--- config.mk ---
export PLATFORM = sky130hd
export DESIGN_NAME = low_power_mode_controller
export DESIGN_NICKNAME = d
export VERILOG_FILES = /design/src/include/lpmc_pkg.sv /design/src/core/wake_sync.sv /design/src/core/supply_supervisor.sv /design/src/core/low_power_mode_controller.sv
export VERILOG_INCLUDE_DIRS = /design/src /design/src/include
export SDC_FILE = /design/constraint.sdc
export NUM_CORES = 1
export LEC_CHECK = 0
export BUFFER_PORTS_ARGS = -buffer_cell sky130_fd_sc_hd__clkbuf_2
export CAP_MARGIN = 20
export CORE_ASPECT_RATIO = 1.2
export CORE_MARGIN = 5
export CORE_UTILIZATION = 45
export CTS_BUF_LIST = sky130_fd_sc_hd__clkbuf_4 sky130_fd_sc_hd__clkbuf_8 sky130_fd_sc_hd__clkbuf_16
export DETAILED_ROUTE_END_ITERATION = 16
export GPL_ROUTABILITY_DRIVEN = 0
export PLACE_DENSITY = 0.77
export REMOVE_ABC_BUFFERS = 1
export SETUP_SLACK_MARGIN = 0.15
export SLEW_MARGIN = 10
export SYNTH_ARGS = -nofsm -noshare
export SYNTH_HDL_FRONTEND = slang
export SYNTH_SLANG_ARGS = --single-unit
--- constraint.sdc ---
create_clock -name sys_clk -period 2.4 [get_ports sys_clk]
set_input_delay 0.36 -clock sys_clk [delete_from_list [all_inputs] [get_ports sys_clk]]
set_output_delay 0.36 -clock sys_clk [all_outputs]
set_load 0.02 [all_outputs]
--- src/include/lpmc_params.svh ---
/*
 Constants of the low-power mode controller.
 Assumes one 125 MHz clock; definitions only.
*/
`ifndef LPMC_PARAMS_SVH
`define LPMC_PARAMS_SVH

// Widths
`define NUM_IO 16
`define NUM_WAKE 8
`define BO_LVL_W 3
`define DIV_W 4
`define CNT_W 12

// Clock rate and wake-up times in ns
`define CLK_MHZ 125
`define STOP0_WAKE_NS 400
`define STOP1_WAKE_NS 2000
`define STOP2_WAKE_NS 5000
`define STANDBY_WAKE_NS 16000

// Brown-out threshold after power-on
`define BO_LVL_LOWEST 3'h0

// Clock ceiling in low-power run and its source rate, in kHz
`define LPRUN_MAX_KHZ 2000
`define FAST_RC_KHZ 16000

// Wake sources still live in the deeper modes
`define STOP2_WAKE_MASK 8'h0F
`define STANDBY_WAKE_MASK 8'h03

// Reset value of the core clock divider (log2)
`define CPU_DIV_RST 4'h0

`endif

--- src/include/lpmc_pkg.sv ---
/*
 Types of the mode controller: states, selections, structs.
 Assumes lpmc_params.svh on the include path.
*/
`include "lpmc_params.svh"

package lpmc_pkg;

   typedef enum logic [3:0] {
      ST_RUN = 4'h0, ST_SLEEP = 4'h1, ST_LPRUN = 4'h3, ST_LPSLEEP = 4'h2,
      ST_STOP0 = 4'h6, ST_STOP1 = 4'h7, ST_STOP2 = 4'h5,
      ST_STANDBY = 4'h4, ST_STOP_EXIT = 4'hC, ST_STBY_EXIT = 4'hD
   } pm_state_type;

   typedef enum logic [1:0] {
      DEEP_STOP0 = 2'h0, DEEP_STOP1 = 2'h1, DEEP_STOP2 = 2'h2,
      DEEP_STANDBY = 2'h3
   } deep_sel_type;

   typedef enum logic {EXIT_MS_RC = 1'b0, EXIT_FAST_RC = 1'b1} exit_clk_type;

   typedef struct packed {
      deep_sel_type deep_sel;
      logic lp_run;
      exit_clk_type exit_clk;
      logic rtc_in_stop;
      logic rtc_in_standby;
      logic secondary_ram_keep;
      logic [`NUM_IO-1:0] io_pu;
      logic [`NUM_IO-1:0] io_pd;
      logic [`DIV_W-1:0] cpu_div;
   } lp_cfg_type;

   typedef struct packed {
      logic cpu_clk_en;
      logic core_clk_en;
      logic pll_en;
      logic multispeed_rc_osc_en;
      logic internal_fast_rc_osc_en;
      logic external_fast_crystal_en;
      logic slow_osc_en;
      logic rtc_en;
      logic periph_fast_rc_ok;
   } clk_gate_type;

   typedef struct packed {
      logic main_reg_on;
      logic lp_reg_on;
      logic core_powered;
      logic low_leakage;
      logic primary_ram_keep;
      logic secondary_ram_keep;
      logic regs_keep;
      logic backup_keep;
   } power_ctrl_type;

endpackage

--- src/core/wake_sync.sv ---
/*
 Two-flop synchroniser for wake pins and fast-RC request.
 Assumes inputs asynchronous to sys_clk.
*/
`timescale 1ns/1ps
`default_nettype none

module wake_sync
   import lpmc_pkg::*;
(
   input wire logic sys_clk, // System clock
   input wire logic rstn, // Async reset, active low
   input wire logic [`NUM_WAKE:0] async_in, // Raw pin levels
   output logic [`NUM_WAKE:0] sync_out // Synchronised levels
);

   logic [`NUM_WAKE:0] meta_ff;

   // First flop feeds the second only
   always_ff @(posedge sys_clk or negedge rstn) begin
      if (!rstn) begin
         meta_ff <= '0;
         sync_out <= '0;
      end else begin
         meta_ff <= async_in;
         sync_out <= meta_ff;
      end
   end

endmodule

`default_nettype wire

--- src/core/supply_supervisor.sv ---
/*
 Brown-out hold and programmable supply detector.
 Assumes async comparators; options from sys_clk logic.
*/
`timescale 1ns/1ps
`default_nettype none

module supply_supervisor
   import lpmc_pkg::*;
(
   input wire logic sys_clk, // System clock
   input wire logic rstn, // Async reset, active low
   input wire logic bo_below, // Supply below brown-out level, async
   input wire logic det_above, // Supply above detector level, async
   input wire logic [`BO_LVL_W-1:0] opt_level, // Option threshold
   input wire logic opt_valid, // Option settings loaded, pulse
   input wire logic det_en, // Detector switched on by software
   input wire logic rise_en, // Interrupt on rising crossing
   input wire logic fall_en, // Interrupt on falling crossing
   output logic chip_reset_n, // Chip held in reset while low
   output logic [`BO_LVL_W-1:0] bo_level, // Selected threshold
   output logic det_irq, // Crossing interrupt, pulse
   output logic det_level // Synchronised detector level
);

   logic [1:0] meta_ff;
   logic [1:0] sync_ff;
   logic prev_ff;

   // Two-flop synchronisers for both comparators
   always_ff @(posedge sys_clk or negedge rstn) begin
      if (!rstn) begin
         meta_ff <= 2'h0;
         sync_ff <= 2'h0;
      end else begin
         meta_ff <= {det_above, bo_below};
         sync_ff <= meta_ff;
      end
   end

   // Reset stays asserted while supply is below threshold
   always_ff @(posedge sys_clk or negedge rstn) begin
      if (!rstn) chip_reset_n <= 1'b0;
      else chip_reset_n <= ~sync_ff[0];
   end

   // Lowest threshold after power-on until options load
   always_ff @(posedge sys_clk or negedge rstn) begin
      if (!rstn) bo_level <= `BO_LVL_LOWEST;
      else if (opt_valid) bo_level <= opt_level;
   end

   // Edge detect, primed while off so enabling raises nothing
   always_ff @(posedge sys_clk or negedge rstn) begin
      if (!rstn) begin
         prev_ff <= 1'b0;
         det_irq <= 1'b0;
         det_level <= 1'b0;
      end else begin
         prev_ff <= sync_ff[1];
         det_level <= sync_ff[1] & det_en;
         det_irq <= det_en & ((rise_en & sync_ff[1] & ~prev_ff) |
                    (fall_en & ~sync_ff[1] & prev_ff));
      end
   end

endmodule

`default_nettype wire

--- src/core/low_power_mode_controller.sv ---
/*
 Power-mode sequencer with supply supervision:
 Run, Sleep, low-power modes, Stop 0-2, Standby,
 with clock, regulator, retention and I/O controls.
 Assumes requests and settings on sys_clk;
 wake pins and comparators asynchronous.
*/
// Contract
// - Chip stays in reset while supply is below brown-out level.
// - Brown-out threshold starts lowest; options select higher levels.
// - Brown-out monitor stays on in every mode.
// - Software enables the detector; crossings raise an interrupt.
// - Reset always lands in Run; low-power needs software choice.
// - Sleep stops only the core clock; any event wakes it.
// - Low-power run uses low-power regulator, core clock capped.
// - Low-power run lets peripherals use the fast RC oscillator.
// - Low-power sleep only from low-power run, only core clock stops.
// - Wake from low-power sleep returns to low-power run.
// - Stop gates core clocks and fast oscillators, keeps memory.
// - Real-time clock in Stop follows the software setting.
// - Wake-capable peripherals may request fast RC during Stop.
// - Stop 0 keeps main regulator on; Stop 1 keeps most sources.
// - Stop 2 uses low leakage, fewer wake sources, slower wake.
// - Stop exit clock is multispeed RC or fast RC per software.
// - Standby turns regulator, core power and fast oscillators off.
// - Real-time clock in Standby follows the software setting.
// - Standby holds each I/O pulled up, pulled down or floating.
// - Standby loses primary RAM, keeps backup, secondary optional.
`timescale 1ns/1ps
`default_nettype none

module low_power_mode_controller
   import lpmc_pkg::*;
(
   input wire logic sys_clk, // System clock, 125 MHz
   input wire logic rstn, // Async reset, active low
   input wire logic brownout_below, // Supply under threshold, async
   input wire logic supply_above, // Detector comparator, async
   input wire logic [`BO_LVL_W-1:0] option_bo_level, // Option level
   input wire logic option_valid, // Option settings loaded, pulse
   input wire logic det_en, // Detector enable
   input wire logic det_rise_en, // Interrupt on rising crossing
   input wire logic det_fall_en, // Interrupt on falling crossing
   input wire lp_cfg_type cfg, // Software mode configuration
   input wire logic sleep_req, // Wait-for-interrupt or event, pulse
   input wire logic sleep_deep, // Deep sleep selected with request
   input wire logic [`NUM_WAKE-1:0] wake_evt, // Wake pins, async
   input wire logic periph_fast_rc_req, // Peripheral RC request, async
   output logic chip_reset_n, // Chip reset, active low
   output logic [`BO_LVL_W-1:0] bo_level, // Brown-out threshold
   output logic bo_monitor_en, // Brown-out monitor enable
   output logic supply_detector_en, // Detector enable to analog
   output logic supply_detector_irq, // Detector interrupt, pulse
   output logic supply_level, // Supply above detector level
   output pm_state_type mode, // Current power mode
   output clk_gate_type clk_gate, // Clock and oscillator controls
   output power_ctrl_type pwr_ctrl, // Regulator and retention
   output exit_clk_type sysclk_src, // System clock source
   output logic [`DIV_W-1:0] cpu_div, // Core clock divider, log2
   output logic [`NUM_IO-1:0] io_pull_up, // I/O pull-up hold
   output logic [`NUM_IO-1:0] io_pull_down, // I/O pull-down hold
   output logic standby_exit_reset // Reset on Standby wake, pulse
);

   ////////////////////////////////////////////////////////////////////
   // Helpers

   // Wake time in ns to whole cycles, never below one
   function automatic logic [`CNT_W-1:0] ns_to_cyc(input int ns);
      int c;
      c = (ns * `CLK_MHZ + 999) / 1000;
      if (c < 1) c = 1;
      return `CNT_W'(c);
   endfunction

   // Smallest divider, not below the request, that keeps the core clock at or under the cap
   function automatic logic [`DIV_W-1:0] cap_div(
      input logic [`DIV_W-1:0] req);
      logic [`DIV_W-1:0] d;
      d = req;
      for (int i = 0; i < (1 << `DIV_W) - 1; i++) begin
         if ((`FAST_RC_KHZ >> d) > `LPRUN_MAX_KHZ) d = d + 1'b1;
      end
      return d;
   endfunction

   localparam logic [`CNT_W-1:0] STOP0_CYC = ns_to_cyc(`STOP0_WAKE_NS);
   localparam logic [`CNT_W-1:0] STOP1_CYC = ns_to_cyc(`STOP1_WAKE_NS);
   localparam logic [`CNT_W-1:0] STOP2_CYC = ns_to_cyc(`STOP2_WAKE_NS);
   localparam logic [`CNT_W-1:0] STBY_CYC = ns_to_cyc(`STANDBY_WAKE_NS);
   localparam logic [`NUM_WAKE-1:0] STOP2_MASK = `STOP2_WAKE_MASK;
   localparam logic [`NUM_WAKE-1:0] STBY_MASK = `STANDBY_WAKE_MASK;

   ////////////////////////////////////////////////////////////////////
   // Supervision and synchronisers

   logic [`NUM_WAKE:0] pin_sync;
   logic [`NUM_WAKE-1:0] wake_s;
   logic rc_req_s;

   supply_supervisor u_supervisor (
      .sys_clk(sys_clk),
      .rstn(rstn),
      .bo_below(brownout_below),
      .det_above(supply_above),
      .opt_level(option_bo_level),
      .opt_valid(option_valid),
      .det_en(det_en),
      .rise_en(det_rise_en),
      .fall_en(det_fall_en),
      .chip_reset_n(chip_reset_n),
      .bo_level(bo_level),
      .det_irq(supply_detector_irq),
      .det_level(supply_level)
   );

   wake_sync u_wake_sync (
      .sys_clk(sys_clk),
      .rstn(rstn),
      .async_in({periph_fast_rc_req, wake_evt}),
      .sync_out(pin_sync)
   );

   assign wake_s = pin_sync[`NUM_WAKE-1:0];
   assign rc_req_s = pin_sync[`NUM_WAKE];

   // No shutdown mode here, so the monitor never turns off
   assign bo_monitor_en = 1'b1;

   // Detector power follows software only
   assign supply_detector_en = det_en;

   ////////////////////////////////////////////////////////////////////
   // Mode sequencer

   pm_state_type state_ff;
   pm_state_type nxt_state;
   logic [`CNT_W-1:0] cnt_ff;
   logic [`CNT_W-1:0] nxt_cnt;
   logic any_wake;

   assign any_wake = |wake_s;
   assign mode = state_ff;

   // Next mode from requests, wake events and the exit counter
   always_comb begin
      nxt_state = state_ff;
      nxt_cnt = cnt_ff;
      unique case (state_ff)
         ST_RUN, ST_LPRUN: begin
            if (sleep_req && !sleep_deep) begin
               // Low-power sleep only entered from low-power run
               nxt_state = (state_ff == ST_LPRUN) ?
                  ST_LPSLEEP : ST_SLEEP;
            end else if (sleep_req) begin
               unique case (cfg.deep_sel)
                  DEEP_STOP0: nxt_state = ST_STOP0;
                  DEEP_STOP1: nxt_state = ST_STOP1;
                  DEEP_STOP2: nxt_state = ST_STOP2;
                  DEEP_STANDBY: nxt_state = ST_STANDBY;
               endcase
            end else if (cfg.lp_run) begin
               nxt_state = ST_LPRUN;
            end else begin
               nxt_state = ST_RUN;
            end
         end
         ST_SLEEP: begin
            if (any_wake) nxt_state = ST_RUN;
         end
         ST_LPSLEEP: begin
            if (any_wake) nxt_state = ST_LPRUN;
         end
         ST_STOP0: begin
            if (any_wake) begin
               nxt_state = ST_STOP_EXIT;
               nxt_cnt = STOP0_CYC;
            end
         end
         ST_STOP1: begin
            if (any_wake) begin
               nxt_state = ST_STOP_EXIT;
               nxt_cnt = STOP1_CYC;
            end
         end
         ST_STOP2: begin
            // Only a subset of sources can wake Stop 2
            if (|(wake_s & STOP2_MASK)) begin
               nxt_state = ST_STOP_EXIT;
               nxt_cnt = STOP2_CYC;
            end
         end
         ST_STANDBY: begin
            if (|(wake_s & STBY_MASK)) begin
               nxt_state = ST_STBY_EXIT;
               nxt_cnt = STBY_CYC;
            end
         end
         ST_STOP_EXIT, ST_STBY_EXIT: begin
            if (cnt_ff <= `CNT_W'(1)) nxt_state = ST_RUN;
            else nxt_cnt = cnt_ff - `CNT_W'(1);
         end
         default: nxt_state = ST_RUN;
      endcase
   end

   // Mode register; brown-out reset forces Run
   always_ff @(posedge sys_clk or negedge rstn) begin
      if (!rstn) state_ff <= ST_RUN;
      else if (!chip_reset_n) state_ff <= ST_RUN;
      else state_ff <= nxt_state;
   end

   // Exit wait counter
   always_ff @(posedge sys_clk or negedge rstn) begin
      if (!rstn) cnt_ff <= '0;
      else if (!chip_reset_n) cnt_ff <= '0;
      else cnt_ff <= nxt_cnt;
   end

   // Reset pulse issued as Standby wake begins
   always_ff @(posedge sys_clk or negedge rstn) begin
      if (!rstn) standby_exit_reset <= 1'b0;
      else standby_exit_reset <= (state_ff == ST_STANDBY) &&
                                 (nxt_state == ST_STBY_EXIT);
   end

   // System clock source latched on leaving Stop
   always_ff @(posedge sys_clk or negedge rstn) begin
      if (!rstn) sysclk_src <= EXIT_MS_RC;
      else if (!chip_reset_n) sysclk_src <= EXIT_MS_RC;
      else if (state_ff inside {ST_STOP0, ST_STOP1, ST_STOP2} &&
               nxt_state == ST_STOP_EXIT)
         sysclk_src <= cfg.exit_clk;
   end

   ////////////////////////////////////////////////////////////////////
   // Clock, power and I/O controls

   clk_gate_type nxt_clk;
   power_ctrl_type nxt_pwr;
   logic in_lp;

   assign in_lp = (state_ff == ST_LPRUN) || (state_ff == ST_LPSLEEP);

   // Clock gating per mode
   always_comb begin
      nxt_clk = '{default: 1'b1};
      unique case (state_ff)
         ST_SLEEP: nxt_clk.cpu_clk_en = 1'b0;
         ST_LPRUN: begin
            nxt_clk.pll_en = 1'b0;
            nxt_clk.periph_fast_rc_ok = 1'b1;
         end
         ST_LPSLEEP: begin
            nxt_clk.cpu_clk_en = 1'b0;
            nxt_clk.pll_en = 1'b0;
         end
         ST_STOP0, ST_STOP1, ST_STOP2: begin
            nxt_clk.cpu_clk_en = 1'b0;
            nxt_clk.core_clk_en = 1'b0;
            nxt_clk.pll_en = 1'b0;
            nxt_clk.multispeed_rc_osc_en = 1'b0;
            nxt_clk.external_fast_crystal_en = 1'b0;
            nxt_clk.internal_fast_rc_osc_en = rc_req_s;
            nxt_clk.periph_fast_rc_ok = rc_req_s;
            nxt_clk.rtc_en = cfg.rtc_in_stop;
         end
         ST_STANDBY: begin
            nxt_clk.cpu_clk_en = 1'b0;
            nxt_clk.core_clk_en = 1'b0;
            nxt_clk.pll_en = 1'b0;
            nxt_clk.multispeed_rc_osc_en = 1'b0;
            nxt_clk.internal_fast_rc_osc_en = 1'b0;
            nxt_clk.external_fast_crystal_en = 1'b0;
            nxt_clk.periph_fast_rc_ok = 1'b0;
            nxt_clk.rtc_en = cfg.rtc_in_standby;
         end
         ST_STOP_EXIT, ST_STBY_EXIT: begin
            // Core waits for its supply and clock to settle
            nxt_clk.cpu_clk_en = 1'b0;
            nxt_clk.pll_en = 1'b0;
            nxt_clk.external_fast_crystal_en = 1'b0;
         end
         default: ;
      endcase
   end

   // Regulator and retention per mode
   always_comb begin
      nxt_pwr = '{default: 1'b1};
      nxt_pwr.lp_reg_on = 1'b0;
      nxt_pwr.low_leakage = 1'b0;
      unique case (state_ff)
         ST_LPRUN, ST_LPSLEEP, ST_STOP1: begin
            nxt_pwr.main_reg_on = 1'b0;
            nxt_pwr.lp_reg_on = 1'b1;
         end
         ST_STOP2: begin
            nxt_pwr.main_reg_on = 1'b0;
            nxt_pwr.lp_reg_on = 1'b1;
            nxt_pwr.low_leakage = 1'b1;
         end
         ST_STANDBY: begin
            nxt_pwr.main_reg_on = 1'b0;
            nxt_pwr.core_powered = 1'b0;
            nxt_pwr.primary_ram_keep = 1'b0;
            nxt_pwr.regs_keep = 1'b0;
            nxt_pwr.secondary_ram_keep = cfg.secondary_ram_keep;
         end
         default: ;
      endcase
   end

   // Registered control outputs; Stop 0 keeps main regulator on
   always_ff @(posedge sys_clk or negedge rstn) begin
      if (!rstn) begin
         clk_gate <= '{default: 1'b1};
         pwr_ctrl <= '{default: 1'b1, lp_reg_on: 1'b0,
                       low_leakage: 1'b0};
      end else begin
         clk_gate <= nxt_clk;
         pwr_ctrl <= nxt_pwr;
      end
   end

   // Core clock divider capped in low-power modes
   always_ff @(posedge sys_clk or negedge rstn) begin
      if (!rstn) cpu_div <= `CPU_DIV_RST;
      else if (in_lp) cpu_div <= cap_div(cfg.cpu_div);
      else cpu_div <= cfg.cpu_div;
   end

   // I/O pulls applied only while in Standby
   always_ff @(posedge sys_clk or negedge rstn) begin
      if (!rstn) begin
         io_pull_up <= '0;
         io_pull_down <= '0;
      end else if (state_ff == ST_STANDBY) begin
         io_pull_up <= cfg.io_pu;
         io_pull_down <= cfg.io_pd & ~cfg.io_pu;
      end else begin
         io_pull_up <= '0;
         io_pull_down <= '0;
      end
   end

endmodule

`default_nettype wire

==> results.txt, run 1 <==
Hold WS -> -0.000670 ns
Yosys reg bits -> 94
Avg WL per Cell -> 17.0 um
Most frequent cell after synthesis -> dfrtp_1
Cts hold-fix bufs -> 0
Setup violations, final -> 3
Psw -> 1.94 mW
Clock Tree Buf Depth -> 2
Gr ovfl total -> 0
VDD IR max -> 0.000465 V
Max Cap Violations -> 0
Outcome -> complete, but fails checks
CP startpoint kind -> input pin
Worst slew pin tran -> 0.677 ns
Pin count of the biggest net entering global routing -> 48
Share of layout cells above drive strength 1 -> 0.478
Initial detailed-routing violation count -> 265
Worst hold path class -> in2async
TritonRoute pass-1 iters -> 5
Post-synthesis adder-cell area fraction -> 0.0683
Area contributors post-synth -> dfrtp_1 (48%), ha_1 (6.8%), dfstp_2 (5.4%), nor3b_1 (2.9%), and3_1 (2.3%)
Worst-path clk slew -> 0.07 ns
Largest family of logic cells by synthesized area -> simple AND/OR/NAND/NOR gates
Max-slew headroom -> 0.542
Final ANT Viol Nets -> 0
First-pass GRT wire length -> 18800 um
Total negative slack -> -3.97 ns
Clock power frac -> 0.288
Top FF cell, synth -> dfrtp_1
Syn. warnings -> 0
Ports -> 132
Worst r2r src -> cnt_ff[0]$_DFFE_PN0P_
Mux share of post-synthesis cell area -> 0.00996
Pint -> 3.54 mW
Ys async rst share -> 1.00
Area leader, netlist -> dfrtp_1
Complex-gate fraction of the synthesized area -> 0.115
Worst Setup End Kind -> flip-flop
GRT Util Overall -> 0.196
Fillers -> 678
Final Util -> 0.663
Pwr dens -> 864 nW/um2
Post-synth top cells -> dfrtp_1 (85), ha_1 (24), nor2_1 (24), nand2_1 (21)
Die width -> 100 um
Detailed Route WL -> 12100 um
Number of global-route vias before repair -> 3857
Post-layout min period -> 3.74 ns
Detailed-route DRC error count -> 0
Simple logic cell fraction of the synthesized area -> 0.209
Clock buffer count from CTS -> 9
Fmax -> 0.267 GHz
Worst skew pair latency -> 0.35 ns
Pins Over Slew Limit -> 0
# rows -> 39
Xor/xnor share of the synthesized area -> 0.0119
Root buf cell -> clkbuf_16
P&R area growth vs syn -> 44.2%
Synth cell types -> 73
Yosys top cell area share -> 0.484
Core area -> 9560 um2
CTS tree -> done
Initial Util -> 0.460
Syn Std Cell Area -> 4400 um2
Crit share post-route -> 1.56
Reg-to-Reg End -> cnt_ff[11]$_DFFE_PN0P_
Final hold violations -> 3
Post-synth EDFFs -> 0
Initial antenna violation count -> 0
H-tree levels -> 3
Diode count -> 0
RSZ-0062 raised after global routing -> true
IO Port Bufs -> 128
Gate power share -> 0.356
CP max FO -> 4
R2R cell count -> 8
Reg power frac -> 0.356
Post-Synthesis Cells -> 390
Die Span Y -> 118 um
Post-Layout Cell Count -> 711
Worst path arrival time -> 3.96 ns
Die area -> 11900 um2
CP required -> 2.62 ns
Register area share after synthesis -> 0.537
Sink Count -> 94
Via density -> 5.40
Post-route setup slack -> -1.34 ns
Syn Area/Cell -> 11.3 um2
Pleak -> 3.14 nW
Final net count -> 672
Dpl hpwl -> 8430 um
Via count -> 3837
Sw Share -> 0.353
Dpl cells -> 675
Failing checks -> hold timing, setup timing
Worst Skew -> 0.00954 ns
Reg2Reg Setup Slack -> 0.26 ns
Crit Path Category -> in2reg
Power Total -> 5.48 mW
-- cell families after synthesis --
group                      after synthesis
adders and majority gates               24
AOI/OAI and AO/OA                       69
muxes                                    4
other                                    1
buffers and inverters                   45
and+or+nand+nor                        147
DFF                                     94
xor gates and xnor gates                 6
-- routing by layer --
metal | vias to the layer above | part of all wire | global-route usage
met5 | - | 0 | 0
met4 | 0 | 0.032 | 0.0817
met3 | 41 | 0.074 | 0.0306
met2 | 186 | 0.51 | 0.336
met1 | 1843 | 0.38 | 0.245
li1 | 1767 | - | -
-- state kept, by name, summed over array words and instances (netlist names), 4 cells and up --
| signal | flops |
|---|---|
| clk_gate | 6 |
| cnt_ff | 12 |
| cpu_div | 4 |
| io_pull_down | 16 |
| io_pull_up | 16 |
| mode | 4 |
| pwr_ctrl | 5 |
| u_wake_sync.meta_ff | 9 |
| u_wake_sync.sync_out | 9 |
-- worst max path at each step --
stage / from / to / cells after the start
after floorplan: cfg[0] / cpu_div[3]$_DFF_PN0_ / 17
after global placement: cfg[1] / cpu_div[3]$_DFF_PN0_ / 18
after detailed placement: cfg[1] / cpu_div[3]$_DFF_PN0_ / 18
after CTS: cfg[1] / cpu_div[1]$_DFF_PN0_ / 18
after global routing: cfg[1] / cpu_div[3]$_DFF_PN0_ / 21
final: cfg[1] / cpu_div[3]$_DFF_PN0_ / 21
-- metrics by stage --
stage | worst slack (ns) | area, um2
final | -1.34 | 6340
after global routing | -1.46 | 6340
after CTS | -1.20 | 6120
after detailed placement | -2.23 | 5510
after global placement | -1.96 | 5510
after floorplan | -1.84 | 4270
-- area by class of cell --
cell class	instances	area, um2	area share
clock buffer	9	225	0.0355
clock inverter	7	114	0.0180
inverter	20	90.1	0.0142
multi-input combinational	253	2110	0.333
sequential	94	2360	0.373
tap	123	154	0.0243
timing repair buffer	205	1280	0.202
-- power groups by stage --
stage          logic [mW]  clock network [mW]  registers [mW]
2_1_floorplan       0.749                   0            2.25
3_3_place_gp         1.77                   0            1.97
3_5_place_dp         1.81                   0            1.98
4_1_cts              1.89                1.59            1.95
5_1_grt              2.13                1.67            1.97
6_report             1.95                1.58            1.95
-- repair_timing --
item / in CTS / in global routing
endpoints found under the setup margin: 4 / 6
pin swaps: 17 / 16
setup buffers: 8 / 12
resized for setup: 42 / 26
-- cell usage in the layout, fill, tap and decap left out, types with 3 or more instances in the layout --
cell	Yosys	final
clkbuf_2	0	125
dfrtp_1	85	85
buf_4	10	70
nor2_1	24	24
nand2_1	21	20
nor3b_1	17	17
and3_1	16	16
o21ai_0	15	15
ha_4	0	13
inv_1	17	12
ha_1	24	11
a21oi_1	10	10
nand3_1	12	9
dfstp_2	9	9
clkbuf_16	0	9
buf_6	0	6
and2_1	6	5
inv_2	3	5
o31ai_1	5	5
nand2b_1	4	4
nor3_1	5	4
nand3b_1	4	4
nand4_1	4	4
nor2b_1	4	4
xnor2_1	4	4
o22ai_1	4	4
a31oi_1	4	3
or4_1	4	3
nand3_2	0	3
inv_6	0	3
nor4b_1	4	3
mux2_2	3	3
conb_1	1	3
buf_8	0	3
-- worst max-delay path, stage by stage --
cell and delay (ns):
buf_8 0.09, buf_8 0.12, inv_8 0.04, ha_4 0.16
nor4b_4 0.33, buf_4 0.19, nand4_4 0.08, buf_6 0.15
nand2_8 0.07, inv_4 0.04, buf_4 0.12, ha_1 0.18
nor2_1 0.17, nand3_2 0.11, nor3_2 0.11, nand3_1 0.14
and2_4 0.21, ha_4 0.15, or4_4 0.54, a2111oi_4 0.43
o32ai_2 0.16
Note: power is estimated with default switching activity, not from simulation.
==> run 2: changes to the inputs <==
--- a/config.mk
+++ b/config.mk
@@ -13,8 +13,7 @@
 export CORE_UTILIZATION = 45
 export CTS_BUF_LIST = sky130_fd_sc_hd__clkbuf_4 sky130_fd_sc_hd__clkbuf_8 sky130_fd_sc_hd__clkbuf_16
 export DETAILED_ROUTE_END_ITERATION = 16
-export GPL_ROUTABILITY_DRIVEN = 0
-export PLACE_DENSITY = 0.77
+export PLACE_DENSITY = 0.8
 export REMOVE_ABC_BUFFERS = 1
 export SETUP_SLACK_MARGIN = 0.15
 export SLEW_MARGIN = 10
==> constraint.sdc (replaced) <==
create_clock -name sys_clk -period 3.2 [get_ports sys_clk]
set_input_delay 0.48 -clock sys_clk [delete_from_list [all_inputs] [get_ports sys_clk]]
set_output_delay 0.48 -clock sys_clk [all_outputs]
set_load 0.02 [all_outputs]
==> results.txt, run 2 (synthesized netlist as in run 1, its figures left out) <==
Outcome -> complete, but fails checks
Failing checks -> setup timing
Ports -> 132 (unchanged)
Dpl hpwl -> 7990 um (-5.3%)
Worst-path clk slew -> 0.07 ns (about the same)
Max Cap Violations -> 0 (unchanged)
VDD IR max -> 0.000364 V (-22%)
Fmax -> 0.265 GHz
Max-slew headroom -> 0.443 (-0.0989)
Pwr dens -> 637 nW/um2 (-26%)
Worst r2r src -> cnt_ff[0]$_DFFE_PN0P_
Post-route setup slack -> -0.568 ns (+0.775 ns)
Die width -> 100 um (unchanged)
Worst skew pair latency -> 0.34 ns (about the same)
Worst Setup End Kind -> flip-flop
CTS tree -> done
Pleak -> 2.94 nW (-6.2%)
R2R cell count -> 8 (unchanged)
Crit-path cells -> buf_8, ha_4, ha_4, nor4b_4, nand3_1, nand3_1, a21boi_4, inv_2, buf_4, ha_1, nor2_1, nand3_2, nor3_4, nand3_2, and2_4, ha_4, or4_4, a2111oi_4, a31o_1
Crit Path Category -> in2reg
Pins Over Slew Limit -> 0 (unchanged)
Number of global-route vias before repair -> 3710 (-3.8%)
Sink Count -> 94 (unchanged)
Clock Tree Buf Depth -> 2 (unchanged)
Final net count -> 641 (-4.6%)
Reg-to-Reg End -> cnt_ff[11]$_DFFE_PN0P_
First-pass GRT wire length -> 17900 um (-4.8%)
Dpl cells -> 658 (-2.5%)
Root buf cell -> clkbuf_16
Most used cell, CP -> ha_4
IO Port Bufs -> 128 (unchanged)
Pin count of the biggest net entering global routing -> 48 (unchanged)
Commonest non-fill, non-tap cells in the layout -> clkbuf_2 (125), dfrtp_1 (85), buf_4 (42)
Detailed-route DRC error count -> 0 (unchanged)
Core area -> 9560 um2 (unchanged)
Post-layout min period -> 3.77 ns
RSZ-0062 raised after global routing -> true
H-tree levels -> 3 (unchanged)
Largest stage delay on the critical path -> 0.54 ns (about the same)
CP required -> 3.48 ns (+0.86 ns)
Commonest non-fill, non-tap cell in the layout -> clkbuf_2
Worst setup path start -> cfg[1]
Setup violations, final -> 3 (unchanged)
GRT Util Overall -> 0.187 (-0.00924)
Diode count -> 0 (unchanged)
Avg WL per Cell -> 16.0 um (-5.8%)
Final Wtd Congestion -> 0.882
Post-Layout Cell Count -> 680 (-4.4%)
Worst Skew -> 0.00994 ns (+0.000397 ns)
Critical Path End -> cpu_div[1]$_DFF_PN0_
Buffers and inverters on the worst path -> 3 (-4)
# rows -> 39 (unchanged)
Gr ovfl total -> 0 (unchanged)
Via density -> 5.32 (-1.4%)
Hold WS -> 0.130 ns (+0.130 ns)
Reg2Reg Setup Slack -> 0.72 ns (+0.46 ns)
WP depth -> 19 (-9.5%)
CP startpoint kind -> input pin
P&R area growth vs syn -> 35.2%
Clock buffer count from CTS -> 9 (unchanged)
Worst slew pin tran -> 0.832 ns (+0.155 ns)
Share of layout cells above drive strength 1 -> 0.436 (-0.0416)
Initial antenna violation count -> 0 (unchanged)
Top flop regs -> io_pull_down: 16 flops, io_pull_up: 16 flops, cnt_ff: 12 flops
Initial Util -> 0.460 (unchanged)
Worst hold path class -> in2async
TritonRoute pass-1 iters -> 5 (unchanged)
CP max-delay cell -> or4_4
Final ANT Viol Nets -> 0 (unchanged)
Cts hold-fix bufs -> 0 (unchanged)
Detailed Route WL -> 10900 um (-10%)
Die area -> 11900 um2 (unchanged)
Crit share post-route -> 1.18
Cell family with most CP delay -> simple AND/OR/NAND/NOR gates
Worst path arrival time -> 4.05 ns (+0.09 ns)
Initial detailed-routing violation count -> 260 (-1.9%)
Final hold violations -> 0 (-3)
Die Span Y -> 118 um (unchanged)
CP max FO -> 3 (-1)
Via count -> 3619 (-5.7%)
[run 2: worst register-to-register path: stages, from the launching register on]
cell and delay, ns:
dfrtp_1 0.44, inv_1 0.09, ha_1 0.27, o21ba_2 0.23, a41oi_1 0.40, nor4_2 0.10, buf_4 0.22, or4_1 0.52
a21boi_1 0.15
[run 2: area by class of cell]
cell class | instances | area [um2]
clock inverters | 6 | 50.0
inverters | 20 | 82.6
flip-flops and latches | 94 | 2360
multi-input cells | 253 | 2030
repair buffers | 174 | 1030
fillers | 760 | 3620
well taps | 123 | 154
clock buffers | 10 | 239
[run 2: power breakdown]
part | total [mW] | switching [mW] | internal (mW)
logic | 1.29 | 0.812 | 0.481
registers | 1.47 | 0.103 | 1.37
clock network | 1.02 | 0.463 | 0.559
[run 2: routing by layer]
layer,routed length (um),share of wire,vias to the layer above,GRT usage
li1,-,-,1711,-
met1,4110,0.38,1746,0.227
met2,5880,0.54,146,0.332
met3,710,0.065,16,0.0295
met4,204,0.019,0,0.0682
met5,0,0,-,0
[run 2: repair_timing]
action / in CTS / in global routing
buffers inserted: 5 / 1
endpoints found under the setup margin: 3 / 3
pin swaps: 20 / 1
resized for setup: 46 / 4
[run 2: how the worst min path moves through the flow]
stage                                              to  cells after the start
finish                      io_pull_down[1]$_DFF_PN0_                      1
CTS                         io_pull_down[1]$_DFF_PN0_                      1
global route                io_pull_down[1]$_DFF_PN0_                      1
global placement    u_supervisor.sync_ff[0]$_DFF_PN0_                      0
detailed placement  u_wake_sync.sync_out[1]$_DFF_PN0_                      0
floorplan                       cnt_ff[0]$_DFFE_PN0P_                      0
[run 2: stage by stage]
| step | utilization | setup slack [ns] | TNS [ns] | total power [mW] | cell area [um2] |
|---|---|---|---|---|---|
| 2_1_floorplan | - | -1.16 | -3.43 | 2.25 | 4270 |
| 3_3_place_gp | 0.561 | -1.28 | -3.77 | 2.70 | 5370 |
| 3_5_place_dp | 0.561 | -1.60 | -4.73 | 2.74 | 5370 |
| 4_1_cts | 0.619 | -0.501 | -1.49 | 3.81 | 5920 |
| 5_1_grt | 0.622 | -0.817 | -2.43 | 3.99 | 5950 |
| 6_report | 0.622 | -0.568 | -1.69 | 3.79 | 5950 |
